==> src/verilog/pmi_pkg.sv <==
// constants, types and register map shared by the MAC data interface
package pmi_pkg;

  typedef enum logic [1:0] {SPD_10, SPD_100, SPD_1000} pmi_speed_e;

  // register offsets
  localparam logic [15:0] REG_IF_CTRL = 16'h0032;
  localparam logic [15:0] REG_IF_DELAY = 16'h0086;

  // interface_control fields
  localparam int CTL_RX_SHIFT_BIT = 0;
  localparam int CTL_TX_SHIFT_BIT = 1;
  localparam int CTL_RGMII_EN_BIT = 7;
  localparam int CTL_COL_BIT = 10;
  localparam int CTL_CRS_BIT = 11;
  localparam int CTL_SPEED_LSB = 12;
  localparam logic [15:0] CTL_WR_MASK = 16'h0083;
  localparam logic [15:0] CTL_RESET = 16'h0080;

  // interface_delay_control fields: per path 4-bit skew code
  localparam int DLY_RX_LSB = 0;
  localparam int DLY_TX_LSB = 4;
  localparam int DLY_CODE_W = 4;
  localparam logic [15:0] DLY_WR_MASK = 16'h00ff;
  localparam logic [15:0] DLY_RESET = 16'h0000;

  // skew step in picoseconds per code
  localparam logic [11:0] SKEW_STEP_PS = 12'h0fa;

  // receive clock half periods in system clocks per speed
  localparam logic [4:0] HALF_1000 = 5'h01;
  localparam logic [4:0] HALF_100 = 5'h02;
  localparam logic [4:0] HALF_10 = 5'h14;

  // receive buffer: error flag above one data byte
  localparam int FIFO_W = 9;
  localparam int FIFO_D = 16;

endpackage

==> src/verilog/pmi_mac_if.sv <==
// MAC data interface: pin sampling, rx clock, data paths, carrier and collision
`timescale 1ns/10ps

module pmi_fifo #(
  parameter int W = 9,
  parameter int D = 16
) (
  input wire logic clk_sys,
  input wire logic rstn,
  input wire logic in_valid,
  output logic in_ready,
  input wire logic [W-1:0] in_data,
  output logic out_valid,
  input wire logic out_ready,
  output logic [W-1:0] out_data
);
  localparam int AW = $clog2(D);

  typedef struct packed {
    logic [D-1:0][W-1:0] mem;
    logic [AW-1:0] wptr;
    logic [AW-1:0] rptr;
    logic [AW:0] count;
  } pmi_fifo_s;

  pmi_fifo_s st;
  pmi_fifo_s next_st;
  logic push;
  logic pop;

  assign in_ready = (st.count != (AW+1)'(D));
  assign out_valid = (st.count != '0);
  assign out_data = st.mem[st.rptr];
  assign push = in_valid & in_ready;
  assign pop = out_valid & out_ready;

  always_comb
  begin
    next_st = st;
    if (push)
    begin
      next_st.mem[st.wptr] = in_data;
      next_st.wptr = st.wptr + 1'b1;
    end
    if (pop)
    begin
      next_st.rptr = st.rptr + 1'b1;
    end
    if (push && !pop)
    begin
      next_st.count = st.count + 1'b1;
    end
    else if (pop && !push)
    begin
      next_st.count = st.count - 1'b1;
    end
  end

  always_ff @(posedge clk_sys or negedge rstn)
  begin
    if (!rstn)
    begin
      st <= '0;
    end
    else
    begin
      st <= next_st;
    end
  end
endmodule

module pmi_mac_if (
  input wire logic clk_sys,
  input wire logic rstn,
  // register port from management logic
  input wire logic [15:0] reg_addr,
  input wire logic [15:0] reg_wdata,
  input wire logic reg_wr,
  input wire logic reg_rd,
  output logic [15:0] reg_rdata,
  // link state from autonegotiation
  input wire pmi_pkg::pmi_speed_e link_speed,
  input wire logic full_duplex,
  // MAC transmit pins
  input wire logic tx_clk,
  input wire logic [7:0] txd,
  input wire logic tx_en,
  input wire logic tx_er,
  // MAC receive pins
  output logic rx_clk,
  output logic [7:0] rxd,
  output logic rx_dv,
  output logic rx_er,
  output logic crs,
  output logic col,
  // skew control per path, index 0 rx, 1 tx
  output logic [1:0][3:0] skew_code,
  output logic [1:0][11:0] skew_ps,
  // coder side transmit
  output logic [2:0] pcs_tx_sel,
  output logic [7:0] pcs_txd,
  output logic pcs_tx_en,
  output logic pcs_tx_er,
  output logic pcs_tx_stb,
  // coder side receive
  input wire logic line_rx_valid,
  output logic line_rx_ready,
  input wire logic [7:0] line_rx_data,
  input wire logic line_rx_er,
  input wire logic line_rx_dv,
  input wire logic squelch_ok,
  input wire logic signal_detect,
  input wire logic line_bit,
  input wire logic line_bit_en
);

  typedef struct packed {
    logic txc_s1;
    logic txc_s2;
    logic txc_s3;
    logic [7:0] txd_s1;
    logic [7:0] txd_s2;
    logic txen_s1;
    logic txen_s2;
    logic txer_s1;
    logic txer_s2;
    logic [15:0] ctl;
    logic [15:0] dly;
    logic [15:0] rdata;
    logic [3:0] tx_lo;
    logic tx_lo_en;
    logic tx_nib_hi;
    logic [2:0] tx_sel;
    logic [7:0] ptxd;
    logic ptxen;
    logic ptxer;
    logic ptxstb;
    logic rxclk;
    logic [4:0] half_cnt;
    logic rx_nib_hi;
    logic [8:0] rx_word;
    logic rx_have;
    logic [7:0] rxd;
    logic rxdv;
    logic rxer;
    logic z_seen;
    logic one_after;
    logic crs100;
    logic dv_prev;
    logic crs;
    logic col;
  } pmi_state_s;

  pmi_state_s st;
  pmi_state_s next_st;
  logic fifo_valid;
  logic fifo_pop;
  logic [8:0] fifo_data;
  logic rgmii;
  logic wide;
  logic tx_rise;
  logic tx_fall;
  logic rx_toggle;
  logic [4:0] half_len;
  logic rx_crs;

  pmi_fifo #(
    .W(pmi_pkg::FIFO_W),
    .D(pmi_pkg::FIFO_D)
  ) u_rx_fifo (
    .clk_sys(clk_sys),
    .rstn(rstn),
    .in_valid(line_rx_valid),
    .in_ready(line_rx_ready),
    .in_data({line_rx_er, line_rx_data}),
    .out_valid(fifo_valid),
    .out_ready(fifo_pop),
    .out_data(fifo_data)
  );

  assign rgmii = st.ctl[pmi_pkg::CTL_RGMII_EN_BIT];
  // a byte per clock period at gigabit, a nibble at 10 and 100 in either mode
  assign wide = (link_speed == pmi_pkg::SPD_1000);
  assign tx_rise = st.txc_s2 & ~st.txc_s3;
  assign tx_fall = ~st.txc_s2 & st.txc_s3;
  assign rx_toggle = (st.half_cnt <= 5'h01);
  // pop only when the clock is about to fall and a new word is due
  assign fifo_pop = rx_toggle & st.rxclk & (wide | ~st.rx_nib_hi);

  always_comb
  begin
    unique case (link_speed)
      pmi_pkg::SPD_1000: half_len = pmi_pkg::HALF_1000;
      pmi_pkg::SPD_100: half_len = pmi_pkg::HALF_100;
      pmi_pkg::SPD_10: half_len = pmi_pkg::HALF_10;
      default: half_len = pmi_pkg::HALF_10;
    endcase
  end

  // shift bit gates the code to zero; each code step adds one quarter ns
  generate
    for (genvar i = 0; i < 2; i++)
    begin : g_skew
      localparam int SB = (i == 0) ? pmi_pkg::CTL_RX_SHIFT_BIT : pmi_pkg::CTL_TX_SHIFT_BIT;
      localparam int CL = (i == 0) ? pmi_pkg::DLY_RX_LSB : pmi_pkg::DLY_TX_LSB;
      logic [3:0] code;
      assign code = st.dly[CL +: pmi_pkg::DLY_CODE_W];
      assign skew_code[i] = st.ctl[SB] ? code : 4'h0;
      assign skew_ps[i] = skew_code[i] * pmi_pkg::SKEW_STEP_PS;
    end
  endgenerate

  assign rx_crs = (link_speed == pmi_pkg::SPD_10) ? squelch_ok :
                  (link_speed == pmi_pkg::SPD_100) ? st.crs100 : line_rx_dv;

  always_comb
  begin
    next_st = st;
    // pins from the MAC cross two flops before use
    next_st.txc_s1 = tx_clk;
    next_st.txc_s2 = st.txc_s1;
    next_st.txc_s3 = st.txc_s2;
    next_st.txd_s1 = txd;
    next_st.txd_s2 = st.txd_s1;
    next_st.txen_s1 = tx_en;
    next_st.txen_s2 = st.txen_s1;
    next_st.txer_s1 = tx_er;
    next_st.txer_s2 = st.txer_s1;

    // register port
    if (reg_wr && reg_addr == pmi_pkg::REG_IF_CTRL)
    begin
      next_st.ctl = (st.ctl & ~pmi_pkg::CTL_WR_MASK) | (reg_wdata & pmi_pkg::CTL_WR_MASK);
    end
    if (reg_wr && reg_addr == pmi_pkg::REG_IF_DELAY)
    begin
      next_st.dly = reg_wdata & pmi_pkg::DLY_WR_MASK;
    end
    if (reg_rd)
    begin
      if (reg_addr == pmi_pkg::REG_IF_CTRL)
      begin
        next_st.rdata = st.ctl;
        next_st.rdata[pmi_pkg::CTL_COL_BIT] = st.col;
        next_st.rdata[pmi_pkg::CTL_CRS_BIT] = st.crs;
        next_st.rdata[pmi_pkg::CTL_SPEED_LSB +: 2] = link_speed;
      end
      else if (reg_addr == pmi_pkg::REG_IF_DELAY)
      begin
        next_st.rdata = st.dly;
      end
      else
      begin
        next_st.rdata = 16'h0000;
      end
    end

    // transmit capture on the MAC clock edges; no edges means no data,
    // so a MAC that parks its clock low until matched is harmless
    next_st.ptxstb = 1'b0;
    next_st.tx_sel = 3'h1 << link_speed;
    if (tx_rise)
    begin
      if (wide && rgmii)
      begin
        next_st.tx_lo = st.txd_s2[3:0];
        next_st.tx_lo_en = st.txen_s2;
      end
      else if (wide)
      begin
        next_st.ptxd = st.txd_s2;
        next_st.ptxen = st.txen_s2;
        next_st.ptxer = st.txer_s2;
        next_st.ptxstb = 1'b1;
      end
      else if (!st.txen_s2)
      begin
        next_st.tx_nib_hi = 1'b0;
        next_st.ptxen = 1'b0;
        next_st.ptxer = 1'b0;
        next_st.ptxstb = 1'b1;
      end
      else if (!st.tx_nib_hi)
      begin
        next_st.tx_lo = st.txd_s2[3:0];
        next_st.tx_nib_hi = 1'b1;
      end
      else
      begin
        next_st.ptxd = {st.txd_s2[3:0], st.tx_lo};
        next_st.ptxen = 1'b1;
        next_st.ptxer = rgmii ? 1'b0 : st.txer_s2;
        next_st.ptxstb = 1'b1;
        next_st.tx_nib_hi = 1'b0;
      end
    end
    else if (tx_fall && wide && rgmii)
    begin
      // falling control carries enable xor error
      next_st.ptxd = {st.txd_s2[3:0], st.tx_lo};
      next_st.ptxen = st.tx_lo_en;
      next_st.ptxer = st.txen_s2 ^ st.tx_lo_en;
      next_st.ptxstb = 1'b1;
    end

    // receive clock: a new half period length only loads at a toggle, so a
    // speed change lets the running phase finish at its old length instead of cutting it short
    if (rx_toggle)
    begin
      next_st.rxclk = ~st.rxclk;
      next_st.half_cnt = half_len;
      if (st.rxclk)
      begin
        // falling edge: set up data for the coming rising edge
        if (wide || !st.rx_nib_hi)
        begin
          next_st.rx_word = fifo_data;
          next_st.rx_have = fifo_valid;
          next_st.rx_nib_hi = ~wide & fifo_valid;
          next_st.rxdv = fifo_valid;
          next_st.rxer = fifo_valid & fifo_data[8] & ~rgmii;
          if (wide && !rgmii)
          begin
            next_st.rxd = fifo_valid ? fifo_data[7:0] : 8'h00;
          end
          else
          begin
            next_st.rxd = {4'h0, fifo_valid ? fifo_data[3:0] : 4'h0};
          end
        end
        else
        begin
          next_st.rx_nib_hi = 1'b0;
          next_st.rxd = {4'h0, st.rx_word[7:4]};
          next_st.rxer = st.rx_word[8] & ~rgmii;
          next_st.rxdv = st.rx_have;
        end
      end
      else if (rgmii)
      begin
        // rising edge: second half of the reduced interface cycle
        next_st.rxdv = st.rx_have ^ (st.rx_have & st.rx_word[8]);
        if (wide)
        begin
          next_st.rxd = {4'h0, st.rx_have ? st.rx_word[7:4] : 4'h0};
        end
        // at 10/100 the nibble simply stays for the falling edge
      end
    end
    else
    begin
      next_st.half_cnt = st.half_cnt - 5'h01;
    end

    // 100M carrier: zero, then a one, then another zero under signal_detect
    next_st.dv_prev = line_rx_dv;
    if (!signal_detect || (st.dv_prev && !line_rx_dv))
    begin
      next_st.z_seen = 1'b0;
      next_st.one_after = 1'b0;
      next_st.crs100 = 1'b0;
    end
    else if (line_bit_en)
    begin
      if (!line_bit && st.z_seen && st.one_after)
      begin
        next_st.crs100 = 1'b1;
      end
      else if (!line_bit)
      begin
        next_st.z_seen = 1'b1;
      end
      else if (st.z_seen)
      begin
        next_st.one_after = 1'b1;
      end
    end

    // carrier and collision
    if (full_duplex || wide)
    begin
      next_st.crs = rx_crs;
      next_st.col = 1'b0;
    end
    else
    begin
      next_st.crs = rx_crs | st.ptxen;
      next_st.col = rx_crs & st.ptxen;
    end
  end

  always_ff @(posedge clk_sys or negedge rstn)
  begin
    if (!rstn)
    begin
      st <= '0;
      st.ctl <= pmi_pkg::CTL_RESET;
      st.dly <= pmi_pkg::DLY_RESET;
      st.half_cnt <= pmi_pkg::HALF_10;
      st.tx_sel <= 3'h1;
    end
    else
    begin
      st <= next_st;
    end
  end

  assign reg_rdata = st.rdata;
  assign rx_clk = st.rxclk;
  assign rxd = st.rxd;
  assign rx_dv = st.rxdv;
  assign rx_er = st.rxer;
  assign crs = st.crs;
  assign col = st.col;
  assign pcs_tx_sel = st.tx_sel;
  assign pcs_txd = st.ptxd;
  assign pcs_tx_en = st.ptxen;
  assign pcs_tx_er = st.ptxer;
  assign pcs_tx_stb = st.ptxstb;

endmodule

==> config.mk <==
export PLATFORM = sky130hd
export DESIGN_NAME = pmi_mac_if
export DESIGN_NICKNAME = d
export VERILOG_FILES = /design/src/verilog/pmi_pkg.sv /design/src/verilog/pmi_mac_if.sv
export SDC_FILE = /design/constraint.sdc
export NUM_CORES = 1
export LEC_CHECK = 0
export ABC_AREA = 0
export BUFFER_PORTS_ARGS = -buffer_cell sky130_fd_sc_hd__buf_2
export CAP_MARGIN = 20
export CORE_MARGIN = 2
export CORE_UTILIZATION = 40
export DETAILED_ROUTE_END_ITERATION = 8
export PLACE_DENSITY = 0.66
export SLEW_MARGIN = 20
export SYNTH_ARGS = -nofsm -noshare
export SYNTH_HDL_FRONTEND = slang
export SYNTH_SLANG_ARGS = --single-unit
==> constraint.sdc <==
create_clock -name clk_sys -period 3.6 [get_ports clk_sys]
set_clock_uncertainty 0.1 [all_clocks]
set_input_delay 0 -clock clk_sys [delete_from_list [all_inputs] [get_ports clk_sys]]
set_output_delay 0 -clock clk_sys [all_outputs]
set_load 0.03 [all_outputs]
# Word-level counts from Yosys, hierarchy flattened
# Cells that the tools add are included.
word_totals:
  output_inout_bits: 76
  register_bits: 273
  elab_cells: 193
  input_bits: 65
classes:
  addsub: 5
  n_bitwise: 24
  multipliers: 2
  shift: 1
  eq_ne: 13
  n_reduce_logical: 45
  mux: 46
  order_cmp: 4
ops:
  columns: ["op", "count"]
  rows:
  - ["$bwmux W144", 1]
  - ["$mux W11", 5]
  - ["$mux W8", 5]
  - ["$bmux W9 S4", 1]
  - ["$demux W9 S4", 1]
  - ["$mux W9", 4]
  - ["$mux W4", 8]
  - ["$mul A4 B7 Y11 const B", 2]
  - ["$reduce_bool A2 Y1", 9]
  - ["$eq A16 B6 Y1 const B", 1]
  - ["$eq A16 B8 Y1 const B", 1]
  - ["$mux W16", 1]
  - ["$or A16 B8 Y16", 1]
  - ["$mux W5", 3]
  - ["$reduce_and A3 Y1", 5]
  - ["$and A1 B1 Y1", 12]
  - ["$logic_and A1 B1 Y1", 12]
  - ["$reduce_and A4 Y1", 3]
  - ["$lt A4 B5 Y1 const B", 2]
  - ["$mux W1", 10]
  - ["$mux W10", 1]
  - ["$pmux W5 S2", 1]
  - ["$sub A5 B1 Y5 const B", 2]
  - ["$mux W3", 3]
  - ["other kinds (21)", 46]

# Longest topological paths before layout
depth:
  depth_word: 7
  depth_mapped: 14
  depth_no_buf: 14

# Hierarchy
# A second synthesis with hierarchy kept.
hier_totals:
  cells_unflattened: 980
  hier_area_um2: 12837.3
modules_own_cells:
  columns: ["mod", "cells_per_inst", "seq_area_each_um2", "n_inst", "area_per_inst_um2"]
  rows:
  - ["pmi_fifo", 519, 3928.8, 1, 7527.2]
  - ["pmi_mac_if", 461, 2382.3, 1, 5310.1]

# Worst setup path before layout
# Ideal clock, no wire load.
synth_path:
  kind: "reg-to-output"
  startpoint: "register st[85] (netlist bit)"
  endpoint: "output skew_ps[9] (netlist bit)"
  arrival_time_ps: 3667
  n_path_buf: 0
  t_required_ps: 3500
  slack_ps: -167
  path_stages_with_launch: 11
  path_cell_list: "dfrtp_1 and2_1 inv_1 fa_1 fa_1 inv_1 ha_1 nand2_1 o21ai_0 o311ai_0 a21boi_0"
synth_lines:
  columns: ["item", "line", "source"]
  rows:
  - ["from (decl)", "pmi_mac_if.sv:154", "pmi_state_s st;"]
  - ["from (signal assigned)", "pmi_mac_if.sv:404", "st <= next_st;"]
  - ["to (decl)", "pmi_mac_if.sv:98", "output logic [1:0][11:0] skew_ps,"]

==> impl_metrics.yaml <==
synth:
  synth_area_leaders: "dfrtp_1 49%, mux2_2 15%, mux4_2 6.6%, ha_1 4.2%, buf_4 2.6%"
  synth_top_area_cell: "dfrtp_1"
  async_reset_ff_share_pct: 100
  synth_edf_count: 0
  synth_top_flop_cell: "dfrtp_1"
  synth_compound_area_share_pct: 6.10
  synth_area_um2: 12600
  synth_fa_ha_area_share_pct: 6.55
  synth-simple-area-share_pct: 7.50
  muxShareOfSynthArea_pct: 23.0
  yosys_warnings: 0
  syn-mean-instance-area_um2: 13.0
  yosysUniqueCellTypes: 55
  synth-seq-cells: 252
  synth_cells: 968
  yosysSeqAreaShare_pct: 50.0
  synth_top_family_by_area: "multiplexers"
  synth_top_area_share_pct: 49.2
  synth_xor_area_share_pct: 1.39
global_routing:
  grt_pass1_wl_mm: 44.8
  grt_antenna_before_repair: 0
  grt_overflow: 0
  grt_usage_pct: 17.0
  grt_pass1_vias: 8267
  grt_max_degree: 126
setup_path:
  path_class: "flip-flop to output pin"
  cp_top_family: "adder cells"
  path_cells: "and2_4 -> inv_4 -> fa_2 -> fa_1 -> inv_2 -> ha_4 -> nand2_4 -> o21ai_4 -> o311ai_2 -> buf_4 -> mux2i_1 -> nand2_1 -> buf_6"
  end_kind: "output pin"
  crit_arrival_ns: 3.42
  cp_max_fo: 5
  cp_slowest_stage_delay_ns: 0.54
  path_buf_inv: 4
  cp-start-kind: "flip-flop"
  cp_slowest_cell: "fa_1"
  required_ns: 3.50
timing:
  period_minus_slack_ns: 3.52
  rsz0062_at_grt: "yes"
  setup_viol: 0
  worst_pin_slew_ns: 0.969
  worst_slack_ns: 0.0764
  slew-limit-headroom_pct: 35.4
  clock.fmax_mhz: 284
  fin_crit_sh_pct: 97.9
  hold_viol_final: 0
  slew_viol_final: 0
  fin_setup_tns_ns: 0
placed_design:
  place_hpwl_mm: 17.8
  numPortBuffers: 126
  place.gp.congestion: 0.793
  place_inst: 1438
  place_ws_ns: 0.182
die:
  die_area_um2: 33000
  rows: 65
  start_util_pct: 40.3
  coreArea_um2: 31300
  die_y_um: 182
  dieWidth_um: 182
  io_pins: 141
final_layout:
  num-nets-final: 1257
  drive_above_1_share_pct: 41.0
  n_antenna_cell: 0
  stdcell_count: 1556
  area_growth_pct: 21.1
clocking:
  cts_root_buf: "clkbuf_16"
  clk_path_buf_depth: 3
  clk_pin_slew_ns: 0.06
  cts_sinks: 252
  cts_tree: "yes"
  insertion_delay_ns: 0.52
  htree_levels: 1
  cts_buffers: 27
route:
  drt-total-wl_mm: 27.7
  drtPass1Iterations: 4
  via_per_inst: 5.24
  postRouteAntennaNets: 0
  num_vias: 8154
  drt_iter0_markers: 393
  remaining_drc_errors: 0
  wl_per_cell_um: 17.8
run_status:
  status: "completed"
power:
  cellLeakagePower_nw: 7.20
  p_per_area_nw_per_um2: 685
  vdd_ir_drop_max_uv: 467
flow_run:
  maxCapViolCount: 0
min_path:
  hp-class: "input pin to flip-flop"
[cells in the final DEF (no fill, tap or decap), types with 10 or more instances in the layout]
cell	Yosys	routed
a21oi_1	21	16
a22oi_1	18	18
buf_2	10	120
buf_4	43	31
clkbuf_16	0	27
dfrtp_1	248	245
dlygate4sd3_1	0	57
fa_1	15	11
ha_1	42	36
inv_1	49	41
mux2_2	170	170
mux2i_1	16	16
mux4_2	37	37
nand2_1	47	39
nand3_1	11	11
nand3_2	12	12
nor2_1	40	40
nor2b_1	18	18
o21a_1	10	10
o21ai_0	32	30
xnor2_1	10	10
xor2_1	10	10
[layer usage]
metal | up-vias | GRT usage [%] | wire (um)
met4 | 0 | 4.81 | 689
met3 | 51 | 2.59 | 1380
met2 | 207 | 28.3 | 13200
met1 | 4163 | 23.1 | 12400
li1 | 3733 | - | -
met5 | - | 0 | 0
[state kept, by name (all words and copies together) (netlist names)]
register and flops:
crs 1, pcs_tx_sel 3, pcs_tx_stb 1, g_skew.code 8, pcs_txd 8, rx_dv 1
pcs_tx_er 1, next_st 12, rx_clk 1, reg_rdata 12, pcs_tx_en 1, st 35
rx_er 1, rgmii 1, col 1, rxd 8, u_rx_fifo.st 157
[cell families after synthesis]
kind of cell	Yosys count
multiplexers	223
other	1
buffers and inverters	130
AND/OR/NAND/NOR	168
flip-flops	252
AO/OA/AOI/OAI	117
XOR/XNOR	20
adder cells (fa/ha/maj)	57
[synth_stat cells (2+ instances only)]
cell type  instances
o21ai_0           32
nor4_1             4
dfrtp_1          248
buf_2             10
o21a_1            10
nand3_2           12
a31oi_1            2
nor2b_1           18
a221o_1            2
a21boi_0           2
nor3b_1            5
nand4_2            2
buf_1              4
a22oi_1           18
nand4_1            2
a21oi_1           21
o21bai_1           4
ha_1              42
clkbuf_1          22
dfstp_2            4
nor4b_1            2
and2_1             4
xor2_1            10
buf_4             43
a21o_1             9
inv_1             49
fa_1              15
nand2b_1           7
mux2_2           170
o311ai_0           3
nor3_1             4
nand3_1           11
nand4_4            2
xnor2_1           10
a22o_1             4
nor2_1            40
nand2_1           47
a32oi_1            4
buf_6              2
mux2i_1           16
a221oi_1           2
mux4_2            37
[final timing paths]
kind                                       from          endpoint  slack [ns]  depth (start not counted)
worst max-delay path                     st[86]       skew_ps[23]        0.08                         13
min in group asynchronous                  rstn           st[101]        0.04                          2
worst min register to register     next_st[110]           st[110]        0.25                          0
max in group asynchronous                  rstn  u_rx_fifo.st[91]        2.39                          3
worst max register to register  u_rx_fifo.st[0]   u_rx_fifo.st[4]        0.52                         13
worst min-delay path              line_rx_valid   u_rx_fifo.st[0]        0.02                          4
[report_power, final]
group,total [W],switching (W),internal [W],leakage (nW)
clock network,0.00286,0.00109,0.00177,0.462
logic,0.00310,0.00140,0.00170,3.60
registers,0.00450,0.000636,0.00387,3.13
total,0.0105,0.00313,0.00734,7.20
[cell type report]
class,instances,area [um^2]
Fill cell,2714,16000
Sequential cell,252,6310
Multi-Input combinational cell,591,5850
Timing Repair Buffer,214,1490
Clock buffer,41,818
Tap cell,402,503
Inverter,49,189
Clock inverter,7,114
[through the flow]
| stage | power [W] | area [um^2] | hold WS [ns] | util (%) |
|---|---|---|---|---|
| after floorplan | 0.00685 | 12600 | -0.396 | - |
| after global routing | 0.0111 | 15300 | 0.00817 | 48.8 |
| after detailed placement | 0.00763 | 13400 | 0.0102 | 42.9 |
| final | 0.0105 | 15300 | 0.0204 | 48.8 |
| after CTS | 0.0106 | 15100 | 0.00550 | 48.3 |
| after global placement | 0.00750 | 13400 | 0.0118 | 42.9 |
[tightest hold or removal path: cells and delay by family]
kind | cells | cell delay, ns
XOR/XNOR | 1 | 0.09
AND/OR/NAND/NOR | 1 | 0.14
buffers and inverters | 1 | 0.09
adder cells (fa/ha/maj) | 1 | 0.27
[repair_timing]
| item | in CTS | in global routing |
|---|---|---|
| pin swaps | 12 | 29 |
| buffers inserted | 7 | 6 |
| setup endpoints to repair | 7 | 6 |
| resized for setup | 33 | 31 |
| hold endpoints to repair | 307 | 0 |
| hold buffers | 57 | 0 |
(Power assumes the default switching activity.)
